## src/fpol_pkg.sv

```systemverilog
// Summary of operation
// - Protection register bits only set by writes; written zeros never clear them.
// - Control write of 00H returns the flash controller to reset state.
// - After control write 5EH, location FF9H reaches the protection register.
// - Any other control write gives FF9H back to the page select register.
// - Reset clears the protection register, leaving all sectors unprotected.
// - Program and erase into a protected sector are blocked.
// - Programming needs unlock plus mass or page erase; mass opens all memory.
// - Page erase opens programming only inside the selected page.
// - Erased byte reads FFH; programming only turns ones into zeros.
// - Processor idles during a byte program; clock and peripherals keep running.
// - Control writes other than erase commands leave programming and relock.
// - User option bytes are the first two program bytes, erased with page 0.
// - Trim bytes live in the information page; working copies lost on power loss.
// - Thirty-two working trim bytes; index 00H-1FH then data write updates it.
// - After index load, a data read returns the indexed working trim byte.
// - Trim indices 00H-0AH load from information addresses 20-2A; indices 0BH-1FH reset to zero.
// - Load reads 43 flash bytes in 43 cycles; counter drives six address bits.
// - Option registers indexed by the counter capture read data each oscillator edge.
// - Option bytes 0 and 1 come from program memory, the rest from information.
package fpol_pkg;
  localparam int FPOL_ADDR_W = 14;
  localparam int FPOL_SECT_LSB = 11;
  localparam int FPOL_PAGE_LSB = 9;
  localparam int FPOL_PSEL_W = FPOL_ADDR_W - FPOL_PAGE_LSB;
  localparam int FPOL_SPP = FPOL_SECT_LSB - FPOL_PAGE_LSB;
  localparam logic [11:0] FPOL_A_TRIM_IDX = 12'hff6;
  localparam logic [11:0] FPOL_A_TRIM_DATA = 12'hff7;
  localparam logic [11:0] FPOL_A_FCTL = 12'hff8;
  localparam logic [11:0] FPOL_A_PAGE_PROT = 12'hff9;
  localparam logic [7:0] FPOL_CMD_RESET = 8'h00;
  localparam logic [7:0] FPOL_CMD_PROT = 8'h5e;
  localparam logic [7:0] FPOL_CMD_MASS = 8'h63;
  localparam logic [7:0] FPOL_CMD_PAGE = 8'h95;
  localparam logic [7:0] FPOL_ERASED = 8'hff;
  localparam logic [7:0] FPOL_ZERO_B = 8'h00;
  localparam logic [7:0] FPOL_TRIM_MAX = 8'h1f;
  localparam int FPOL_TRIM_NUM = 32;
  localparam int FPOL_OPT_NUM = 43;
  localparam logic [5:0] FPOL_LOAD_LAST = 6'h2a;
  localparam logic [5:0] FPOL_USER_LAST = 6'h01;
  localparam logic [5:0] FPOL_TRIM_BASE = 6'h20;
  localparam int FPOL_CLK_MHZ = 20;
  localparam int FPOL_PROG_NS = 1000;
  localparam int FPOL_PROG_CYC = (FPOL_PROG_NS * FPOL_CLK_MHZ + 999) / 1000;
  localparam logic [7:0] FPOL_PROG_LAST = 8'(FPOL_PROG_CYC - 1);
  localparam int FPOL_ST_MASS = 0;
  localparam int FPOL_ST_PAGE = 1;
  localparam int FPOL_ST_SEL = 2;
  localparam int FPOL_ST_UNLK = 3;
  localparam int FPOL_ST_BLK = 4;

  typedef enum logic [1:0] {FPOL_LOAD, FPOL_IDLE, FPOL_PRD, FPOL_PWR} fpol_st_e;
  typedef enum logic [1:0] {FPOL_M_NONE, FPOL_M_MASS, FPOL_M_PAGE} fpol_mode_e;

  typedef struct packed {
    logic [FPOL_ADDR_W-1:0] addr;
    logic info;
    logic rd;
    logic wr;
    logic [7:0] wdata;
    logic mass_erase;
    logic page_erase;
  } fpol_flash_s;

  typedef struct packed {
    fpol_st_e st;
    logic [5:0] load_cnt;
    logic unlocked;
    logic sel_prot;
    logic blocked;
    fpol_mode_e mode;
    logic [7:0] sect_prot;
    logic [7:0] page_sel;
    logic [4:0] trim_idx;
    logic [7:0] rdata;
    logic [FPOL_TRIM_NUM-1:0][7:0] trim;
    logic [FPOL_OPT_NUM-1:0][7:0] opt;
    logic [FPOL_ADDR_W-1:0] paddr;
    logic [7:0] pdata;
    logic [7:0] old;
    logic [7:0] wait_cnt;
    logic ack;
    logic ok;
    logic mass_p;
    logic page_p;
  } fpol_state_s;
endpackage
```

## src/fpol_ctrl.sv

```systemverilog
// The plain strobed port is this design's own decision.
`timescale 1ns/10ps
`default_nettype none
module fpol_ctrl import fpol_pkg::*; (
  input wire logic clk_sys_i,
  input wire logic nrst_i,
  input wire logic [11:0] reg_addr_i,
  input wire logic [7:0] reg_wdata_i,
  input wire logic reg_wr_i,
  input wire logic reg_rd_i,
  output logic [7:0] reg_rdata_o,
  input wire logic unlock_grant_i,
  input wire logic prog_req_i,
  input wire logic [FPOL_ADDR_W-1:0] prog_addr_i,
  input wire logic [7:0] prog_data_i,
  output logic prog_ack_o,
  output logic prog_ok_o,
  output logic cpu_idle_o,
  output logic cpu_hold_o,
  output fpol_flash_s flash_o,
  input wire logic [7:0] flash_rdata_i,
  output logic [FPOL_OPT_NUM*8-1:0] option_bits_o
);
  fpol_state_s r;
  fpol_state_s next_r;
  logic fctl_wr;
  logic erase_cmd;
  logic prog_allowed;
  logic [7:0] trim_cur;

  function automatic logic [2:0] sector_of(input logic [FPOL_ADDR_W-1:0] a);
    sector_of = a[FPOL_ADDR_W-1:FPOL_SECT_LSB];
  endfunction

  function automatic logic page_hit(input logic [FPOL_ADDR_W-1:0] a, input logic [7:0] ps);
    page_hit = (a[FPOL_ADDR_W-1:FPOL_PAGE_LSB] == ps[FPOL_PSEL_W-1:0]);
  endfunction

  // Same check guards page erase enable and each program request
  function automatic logic prot_hit(input logic [7:0] prot, input logic [2:0] s);
    prot_hit = prot[s];
  endfunction

  assign fctl_wr = reg_wr_i && (reg_addr_i == FPOL_A_FCTL);
  assign erase_cmd = (reg_wdata_i == FPOL_CMD_MASS) || (reg_wdata_i == FPOL_CMD_PAGE);
  assign trim_cur = r.trim[r.trim_idx];

  always_comb begin
    prog_allowed = 1'b0;
    if (r.unlocked && (r.mode != FPOL_M_NONE)) begin
      if (!prot_hit(r.sect_prot, sector_of(prog_addr_i))) begin
        prog_allowed = (r.mode == FPOL_M_MASS) || page_hit(prog_addr_i, r.page_sel);
      end
    end
  end

  always_comb begin
    next_r = r;
    next_r.ack = 1'b0;
    next_r.ok = 1'b0;
    next_r.mass_p = 1'b0;
    next_r.page_p = 1'b0;
    next_r.rdata = FPOL_ZERO_B;
    case (r.st)
      FPOL_LOAD: begin
        next_r.opt[r.load_cnt] = flash_rdata_i;
        if (r.load_cnt >= FPOL_TRIM_BASE) begin
          next_r.trim[r.load_cnt[4:0]] = flash_rdata_i;
        end
        next_r.load_cnt = r.load_cnt + 6'h01;
        if (r.load_cnt == FPOL_LOAD_LAST) begin
          next_r.st = FPOL_IDLE;
        end
      end
      FPOL_IDLE: begin
        if (prog_req_i) begin
          if (prog_allowed) begin
            next_r.st = FPOL_PRD;
            next_r.paddr = prog_addr_i;
            next_r.pdata = prog_data_i;
          end else begin
            next_r.ack = 1'b1;
          end
        end
      end
      FPOL_PRD: begin
        next_r.old = flash_rdata_i;
        next_r.wait_cnt = FPOL_PROG_LAST;
        next_r.st = FPOL_PWR;
      end
      FPOL_PWR: begin
        next_r.wait_cnt = r.wait_cnt - 8'h01;
        if (r.wait_cnt == FPOL_ZERO_B) begin
          next_r.st = FPOL_IDLE;
          next_r.ack = 1'b1;
          next_r.ok = 1'b1;
        end
      end
      default: next_r.st = FPOL_IDLE;
    endcase
    if (r.st != FPOL_LOAD) begin
      if (reg_rd_i) begin
        if (reg_addr_i == FPOL_A_TRIM_IDX) begin
          next_r.rdata = {3'h0, r.trim_idx};
        end else if (reg_addr_i == FPOL_A_TRIM_DATA) begin
          next_r.rdata = trim_cur;
        end else if (reg_addr_i == FPOL_A_FCTL) begin
          next_r.rdata[FPOL_ST_MASS] = (r.mode == FPOL_M_MASS);
          next_r.rdata[FPOL_ST_PAGE] = (r.mode == FPOL_M_PAGE);
          next_r.rdata[FPOL_ST_SEL] = r.sel_prot;
          next_r.rdata[FPOL_ST_UNLK] = r.unlocked;
          next_r.rdata[FPOL_ST_BLK] = r.blocked;
        end else if (reg_addr_i == FPOL_A_PAGE_PROT) begin
          next_r.rdata = r.sel_prot ? r.sect_prot : r.page_sel;
        end
      end
      if (reg_wr_i) begin
        if (reg_addr_i == FPOL_A_TRIM_IDX) begin
          if (reg_wdata_i <= FPOL_TRIM_MAX) begin
            next_r.trim_idx = reg_wdata_i[4:0];
          end
        end else if (reg_addr_i == FPOL_A_TRIM_DATA) begin
          next_r.trim[r.trim_idx] = reg_wdata_i;
        end else if (reg_addr_i == FPOL_A_PAGE_PROT) begin
          if (r.sel_prot) begin
            next_r.sect_prot = r.sect_prot | reg_wdata_i;
          end else begin
            next_r.page_sel = reg_wdata_i;
          end
        end else if (fctl_wr) begin
          next_r.sel_prot = (reg_wdata_i == FPOL_CMD_PROT);
          next_r.blocked = 1'b0;
          if (erase_cmd && r.unlocked) begin
            if (reg_wdata_i == FPOL_CMD_MASS) begin
              if (r.sect_prot == FPOL_ZERO_B) begin
                next_r.mode = FPOL_M_MASS;
                next_r.mass_p = 1'b1;
              end else begin
                next_r.blocked = 1'b1;
              end
            end else if (!prot_hit(r.sect_prot, r.page_sel[FPOL_PSEL_W-1:FPOL_SPP])) begin
              next_r.mode = FPOL_M_PAGE;
              next_r.page_p = 1'b1;
            end else begin
              next_r.blocked = 1'b1;
            end
          end else begin
            next_r.mode = FPOL_M_NONE;
            next_r.unlocked = 1'b0;
            next_r.blocked = erase_cmd;
          end
        end
      end
      if (r.st == FPOL_IDLE && prog_req_i && !prog_allowed) begin
        next_r.blocked = 1'b1;
      end
      if (unlock_grant_i) begin
        next_r.unlocked = 1'b1;
      end
    end
  end

  always_ff @(posedge clk_sys_i) begin
    if (!nrst_i) begin
      r <= '0;
      r.st <= FPOL_LOAD;
    end else begin
      r <= next_r;
    end
  end

  always_comb begin
    flash_o = '0;
    flash_o.mass_erase = r.mass_p;
    flash_o.page_erase = r.page_p;
    flash_o.wdata = FPOL_ERASED;
    if (r.page_p) begin
      flash_o.addr = {r.page_sel[FPOL_PSEL_W-1:0], {FPOL_PAGE_LSB{1'b0}}};
    end
    case (r.st)
      FPOL_LOAD: begin
        flash_o.rd = 1'b1;
        flash_o.addr = {{(FPOL_ADDR_W-6){1'b0}}, r.load_cnt};
        flash_o.info = (r.load_cnt > FPOL_USER_LAST);
      end
      FPOL_PRD: begin
        flash_o.rd = 1'b1;
        flash_o.addr = r.paddr;
      end
      FPOL_PWR: begin
        flash_o.wr = 1'b1;
        flash_o.addr = r.paddr;
        flash_o.wdata = r.old & r.pdata;
      end
      default: flash_o.rd = 1'b0;
    endcase
  end

  assign reg_rdata_o = r.rdata;
  assign prog_ack_o = r.ack;
  assign prog_ok_o = r.ok;
  assign cpu_idle_o = (r.st == FPOL_PRD) || (r.st == FPOL_PWR);
  assign cpu_hold_o = (r.st == FPOL_LOAD);
  assign option_bits_o = r.opt;

  AST_PROT_STICKY: assert property (@(posedge clk_sys_i) disable iff (!nrst_i)
    $past(nrst_i) |-> ((r.sect_prot & $past(r.sect_prot)) == $past(r.sect_prot)))
    else $error("protection bit cleared");

  AST_FCTL_ZERO: assert property (@(posedge clk_sys_i) disable iff (!nrst_i)
    (fctl_wr && reg_wdata_i == FPOL_CMD_RESET && r.st != FPOL_LOAD && !unlock_grant_i)
    |=> (r.mode == FPOL_M_NONE && !r.sel_prot && !r.unlocked))
    else $error("00H did not reset controller");

  AST_PROT_SEL: assert property (@(posedge clk_sys_i) disable iff (!nrst_i)
    (fctl_wr && reg_wdata_i == FPOL_CMD_PROT && r.st != FPOL_LOAD)
    |=> r.sel_prot ##0 (reg_rd_i && reg_addr_i == FPOL_A_PAGE_PROT && !reg_wr_i)[*1]
    |=> reg_rdata_o == $past(r.sect_prot))
    else $error("protection register not reachable");

  AST_DESEL: assert property (@(posedge clk_sys_i) disable iff (!nrst_i)
    (fctl_wr && reg_wdata_i != FPOL_CMD_PROT && r.st != FPOL_LOAD) |=> !r.sel_prot)
    else $error("protection register still selected");

  AST_PROT_RESET: assert property (@(posedge clk_sys_i) disable iff (!nrst_i)
    $past(!nrst_i) |-> (r.sect_prot == FPOL_ZERO_B))
    else $error("protection not cleared by reset");

  AST_NO_PROT_WR: assert property (@(posedge clk_sys_i) disable iff (!nrst_i)
    flash_o.wr |-> !prot_hit(r.sect_prot, sector_of(flash_o.addr)))
    else $error("write into protected sector");

  AST_PAGE_ONLY: assert property (@(posedge clk_sys_i) disable iff (!nrst_i)
    (flash_o.wr && r.mode == FPOL_M_PAGE) |-> page_hit(flash_o.addr, r.page_sel))
    else $error("write outside selected page");

  AST_ONE_TO_ZERO: assert property (@(posedge clk_sys_i) disable iff (!nrst_i)
    flash_o.wr |-> ((flash_o.wdata & ~r.old) == FPOL_ZERO_B))
    else $error("program would set a bit");

  AST_CPU_IDLE: assert property (@(posedge clk_sys_i) disable iff (!nrst_i)
    (r.st == FPOL_IDLE && prog_req_i && prog_allowed) |=> cpu_idle_o [*2])
    else $error("processor not idled during program");

  AST_RELOCK: assert property (@(posedge clk_sys_i) disable iff (!nrst_i)
    (fctl_wr && !erase_cmd && r.st != FPOL_LOAD && !unlock_grant_i)
    |=> (!r.unlocked && r.mode == FPOL_M_NONE))
    else $error("flash not relocked");

  AST_TRIM_RD: assert property (@(posedge clk_sys_i) disable iff (!nrst_i)
    (reg_rd_i && reg_addr_i == FPOL_A_TRIM_DATA && r.st != FPOL_LOAD) |=> reg_rdata_o == $past(trim_cur))
    else $error("trim read wrong byte");

  AST_LOAD_LEN: assert property (@(posedge clk_sys_i) disable iff (!nrst_i)
    (r.st == FPOL_LOAD && r.load_cnt == 6'h00) |-> cpu_hold_o ##42 cpu_hold_o ##1 !cpu_hold_o)
    else $error("option load not 43 cycles");

  COV_LOAD_DONE: cover property (@(posedge clk_sys_i) disable iff (!nrst_i)
    $fell(cpu_hold_o));
  COV_PROG_OK: cover property (@(posedge clk_sys_i) disable iff (!nrst_i)
    prog_ack_o && prog_ok_o);
  COV_PROG_BLOCKED: cover property (@(posedge clk_sys_i) disable iff (!nrst_i)
    prog_ack_o && !prog_ok_o);
  COV_PROT_SET: cover property (@(posedge clk_sys_i) disable iff (!nrst_i)
    r.sel_prot && r.sect_prot != FPOL_ZERO_B);
endmodule // fpol_ctrl
`default_nettype wire

```

## config.mk

```make
export PLATFORM = sky130hd
export DESIGN_NAME = fpol_ctrl
export DESIGN_NICKNAME = d
export VERILOG_FILES = /design/src/fpol_pkg.sv /design/src/fpol_ctrl.sv
export SDC_FILE = /design/constraint.sdc
export NUM_CORES = 2
export LEC_CHECK = 0
export ABC_AREA = 1
export BUFFER_PORTS_ARGS = -buffer_cell sky130_fd_sc_hd__buf_2
export CORE_MARGIN = 5
export CORE_UTILIZATION = 30
export CTS_BUF_LIST = sky130_fd_sc_hd__clkbuf_2
export CTS_CLUSTER_SIZE = 14
export DETAILED_ROUTE_END_ITERATION = 16
export GPL_TIMING_DRIVEN = 0
export SLEW_MARGIN = 10
export SYNTH_ARGS = -nofsm -noshare
export SYNTH_HDL_FRONTEND = slang
export SYNTH_SLANG_ARGS = --single-unit
```

## constraint.sdc

```tcl
create_clock -name clk_sys_i -period 2.8 [get_ports clk_sys_i]
set_clock_uncertainty 0.1 [all_clocks]
set_input_delay 0.42 -clock clk_sys_i [delete_from_list [all_inputs] [get_ports clk_sys_i]]
set_output_delay 0.42 -clock clk_sys_i [all_outputs]
set_load 0.005 [all_outputs]
```

==> results_dict.tcl <==
set metrics [dict create \
    status "complete, but fails checks" \
    failed_checks "negative setup slack" \
    crit_top_cell "buf_8" \
    post-place-cells 6169 \
    htree_levels 4 \
    r2r_start "r[683]" \
    grt_pass1_wl_um 209000 \
    synth_cells 4351 \
    seqPwrFrac_pct 47.3 \
    nNetsFinal 5160 \
    cts_buffer_depth 3 \
    ir_worst_vdd_mv 0.277 \
    syn_avg_cell_area_um2 7.36 \
    dr.pass1.iters 6 \
    core_area_um2 106000 \
    die_h_um 337 \
    min_from "prog_addr_i[12]" \
    io_pins 439 \
    overflow 0 \
    drt-initial-drc-count 4015 \
    rsz0062_at_grt "true" \
    cts_inserted_buffers 188 \
    hold_viol 0 \
    antenna_found_initial 11 \
    place.gp.congestion 0.998 \
    clkTransAtPathRegs_ps 130 \
    synthTopCellsByArea "dfxtp_1 (43%), o21ai_0 (13%), a21oi_1 (9.1%), buf_4 (8.6%), nand2_1 (7.1%)" \
    pwr-share-clk_pct 35.6 \
    grt_use_total_pct 24.4 \
    setup_violations 39 \
    async_flop_share_pct 0 \
    area_growth_pct 24.8 \
    finalSetupTns_ps -12190 \
    yosys_most_used_dff "dfxtp_1" \
    power_leakage_nw 17.4 \
    cts_root_buf "clkbuf_2" \
    pre_cts_slack_ps -590 \
    worst_pin_slew_ps 1320 \
    switching_share_pct 34.2 \
    ys_seq_area_share_pct 42.8 \
    total_power_mw 21.7 \
    drive_gt1_share_pct 28.1 \
    relSlewSlack_pct 12.1 \
    cts_tree "done" \
    yosys_warnings 0 \
    reg2reg_depth 13 \
    post-route-drc-count 0 \
    place_hpwl_um 101000 \
    viasPerCell 5.19 \
    critical_path_class "register to primary output" \
    hp-class "input pin to register" \
    r2r-end "r[619]" \
    synth_top_cell_area_share_pct 42.8 \
    synth-edff-count 0 \
    start_util_pct 30.3 \
    p_comb_share_pct 17.1 \
    fin_cells 6643 \
    synth_top_area_cell "dfxtp_1" \
    die_area_um2 113000 \
    num_rows 119 \
    crit_chain "ha_4, buf_8, nor2_4, clkinv_4, buf_8, nand2_4, a21oi_2, buf_2" \
    worst_hold_path.num_cells 9 \
    grt_pass1_vias 32200 \
    setup.worst_path.start_class "register" \
    synth_cell_types 48 \
    end_kind "primary output" \
    critPathBufInv 4 \
    cts_sinks 684 \
    grt_max_degree 18 \
    netlist_area_um2 32000 \
    io_buffers 427 \
    cap_violations 0 \
    clock_latency_ps 1520 \
    ys_ff_latch 684 \
    max_freq_mhz 293 \
    worst_slack_ps -612 \
    syn_nets 4419 \
    power.net_switching_mw 7.41 \
    ant_nets 0 \
    required_ps 2280 \
    slew_violations 0 \
    worstPathMaxFanout 7 \
    arrival_ps 2890 \
    internal-power_mw 14.3 \
    fp.dieW_um 337 \
    fin_util_pct 37.8 \
    critical-path-slowest-cell "dfxtp_4" \
    power_density_nw_per_um2 543 \
    cp_top_family "buffers and inverters" \
    vias 34500 \
    fin_crit_sh_pct 122 \
    fillers 11200 \
    wire_per_inst_um 22.1 \
    fin_crit_ps 3410 \
    regToRegSetupSlack_ps -90 \
    cpPeakStageDelay_ps 400 \
    finalWirelength_um 147000 \
    hold_end "r[683]" \
]
[power groups by stage]
stage / combinational, mW / sequential (mW) / clock [mW]
after floorplan: 1.53 / 10.4 / 0
after global placement: 2.82 / 10.4 / 0
after detailed placement: 2.84 / 10.4 / 0
after CTS: 3.48 / 10.2 / 7.82
after global routing: 3.90 / 10.3 / 8.36
final: 3.70 / 10.3 / 7.73
[metal layers]
metal	part of all wire [%]	up-vias	wire length, µm	track usage (%)
li1	-	15800	-	-
met1	40	16200	58000	30.8
met2	45	1999	65600	38.2
met3	10	456	14900	6.83
met4	5.5	10	8030	12.7
met5	0.045	-	66	0
[logic make-up after synthesis]
kind of cell | Yosys count | synth area share, %
xor+xnor | 2 | 0.0547
buf+inv | 908 | 15.3
compound gates | 1552 | 24.8
flops | 684 | 42.8
simple gates | 1147 | 15.1
fa+ha+maj | 12 | 0.469
mux | 46 | 1.62
[Yosys cell counts (22+ instances only)]
library cell,instances
nand3_1,71
buf_2,38
clkbuf_1,250
nor2_1,357
nand4_1,51
o21ai_1,37
o22ai_1,35
inv_1,206
o21ai_0,856
nand2_1,602
mux2_2,46
buf_4,365
dfxtp_1,684
a21oi_1,585
inv_2,22
[stage by stage]
stage	hold slack [ps]	cell area, µm²
after floorplan	336	32000
after global placement	349	35900
after detailed placement	353	35900
after CTS	23.4	39600
after global routing	134	40000
final	154	40000
[worst max-delay path by stage]
stage / cells past startpoint / end / slack [ps] / from
finish: 8 / flash_o[15] / -610 / r[683]
global route: 8 / flash_o[17] / -740 / r[683]
CTS: 7 / flash_o[12] / -670 / r[682]
detailed placement: 6 / r[16] / -590 / nrst_i
global placement: 6 / r[13] / -550 / nrst_i
floorplan: 11 / r[420] / 610 / r[682]
[repair_timing]
action	CTS	global route
pin swaps	7	15
cloned	2	0
setup endpoints to repair	578	478
hold endpoints to repair	357	12
hold buffers	126	2
resized for setup	225	121
buffers inserted	16	15
[worst register-to-register path, delay by kind of cell (launching register included)]
family,cells,cell delay [ps]
AND/OR/NAND/NOR,3,760
AO/OA/AOI/OAI,3,380
flip-flops,1,420
buffers and inverters,6,870
adder cells (fa/ha/maj),1,170
[layout make-up]
cell class	instances	area (µm²)	area share (%)
clock buffers	282	1410	3.53
repair buffers	582	3960	9.92
multi-input cells	2759	13900	34.7
plain buffers	639	3930	9.83
clock inverters	56	344	0.861
diodes	12	30.0	0.0751
inverters	238	921	2.30
flip-flops and latches	684	13800	34.5
well taps	1391	1740	4.35
[layout by cell type (no fill, tap or decap), types with 51 or more instances in the layout]
| cell type | n |
|---|---|
| nand4_1 | 51 |
| a21oi_1 | 576 |
| clkbuf_2 | 308 |
| clkbuf_1 | 207 |
| nand2_1 | 571 |
| dfxtp_1 | 624 |
| nor2_1 | 315 |
| buf_4 | 375 |
| nor2_2 | 51 |
| buf_6 | 63 |
| dlygate4sd3_1 | 123 |
| buf_2 | 413 |
| inv_1 | 199 |
| nand3_1 | 68 |
| o21ai_0 | 851 |
| dfxtp_2 | 57 |
Note: power is estimated with default switching activity, not from simulation.
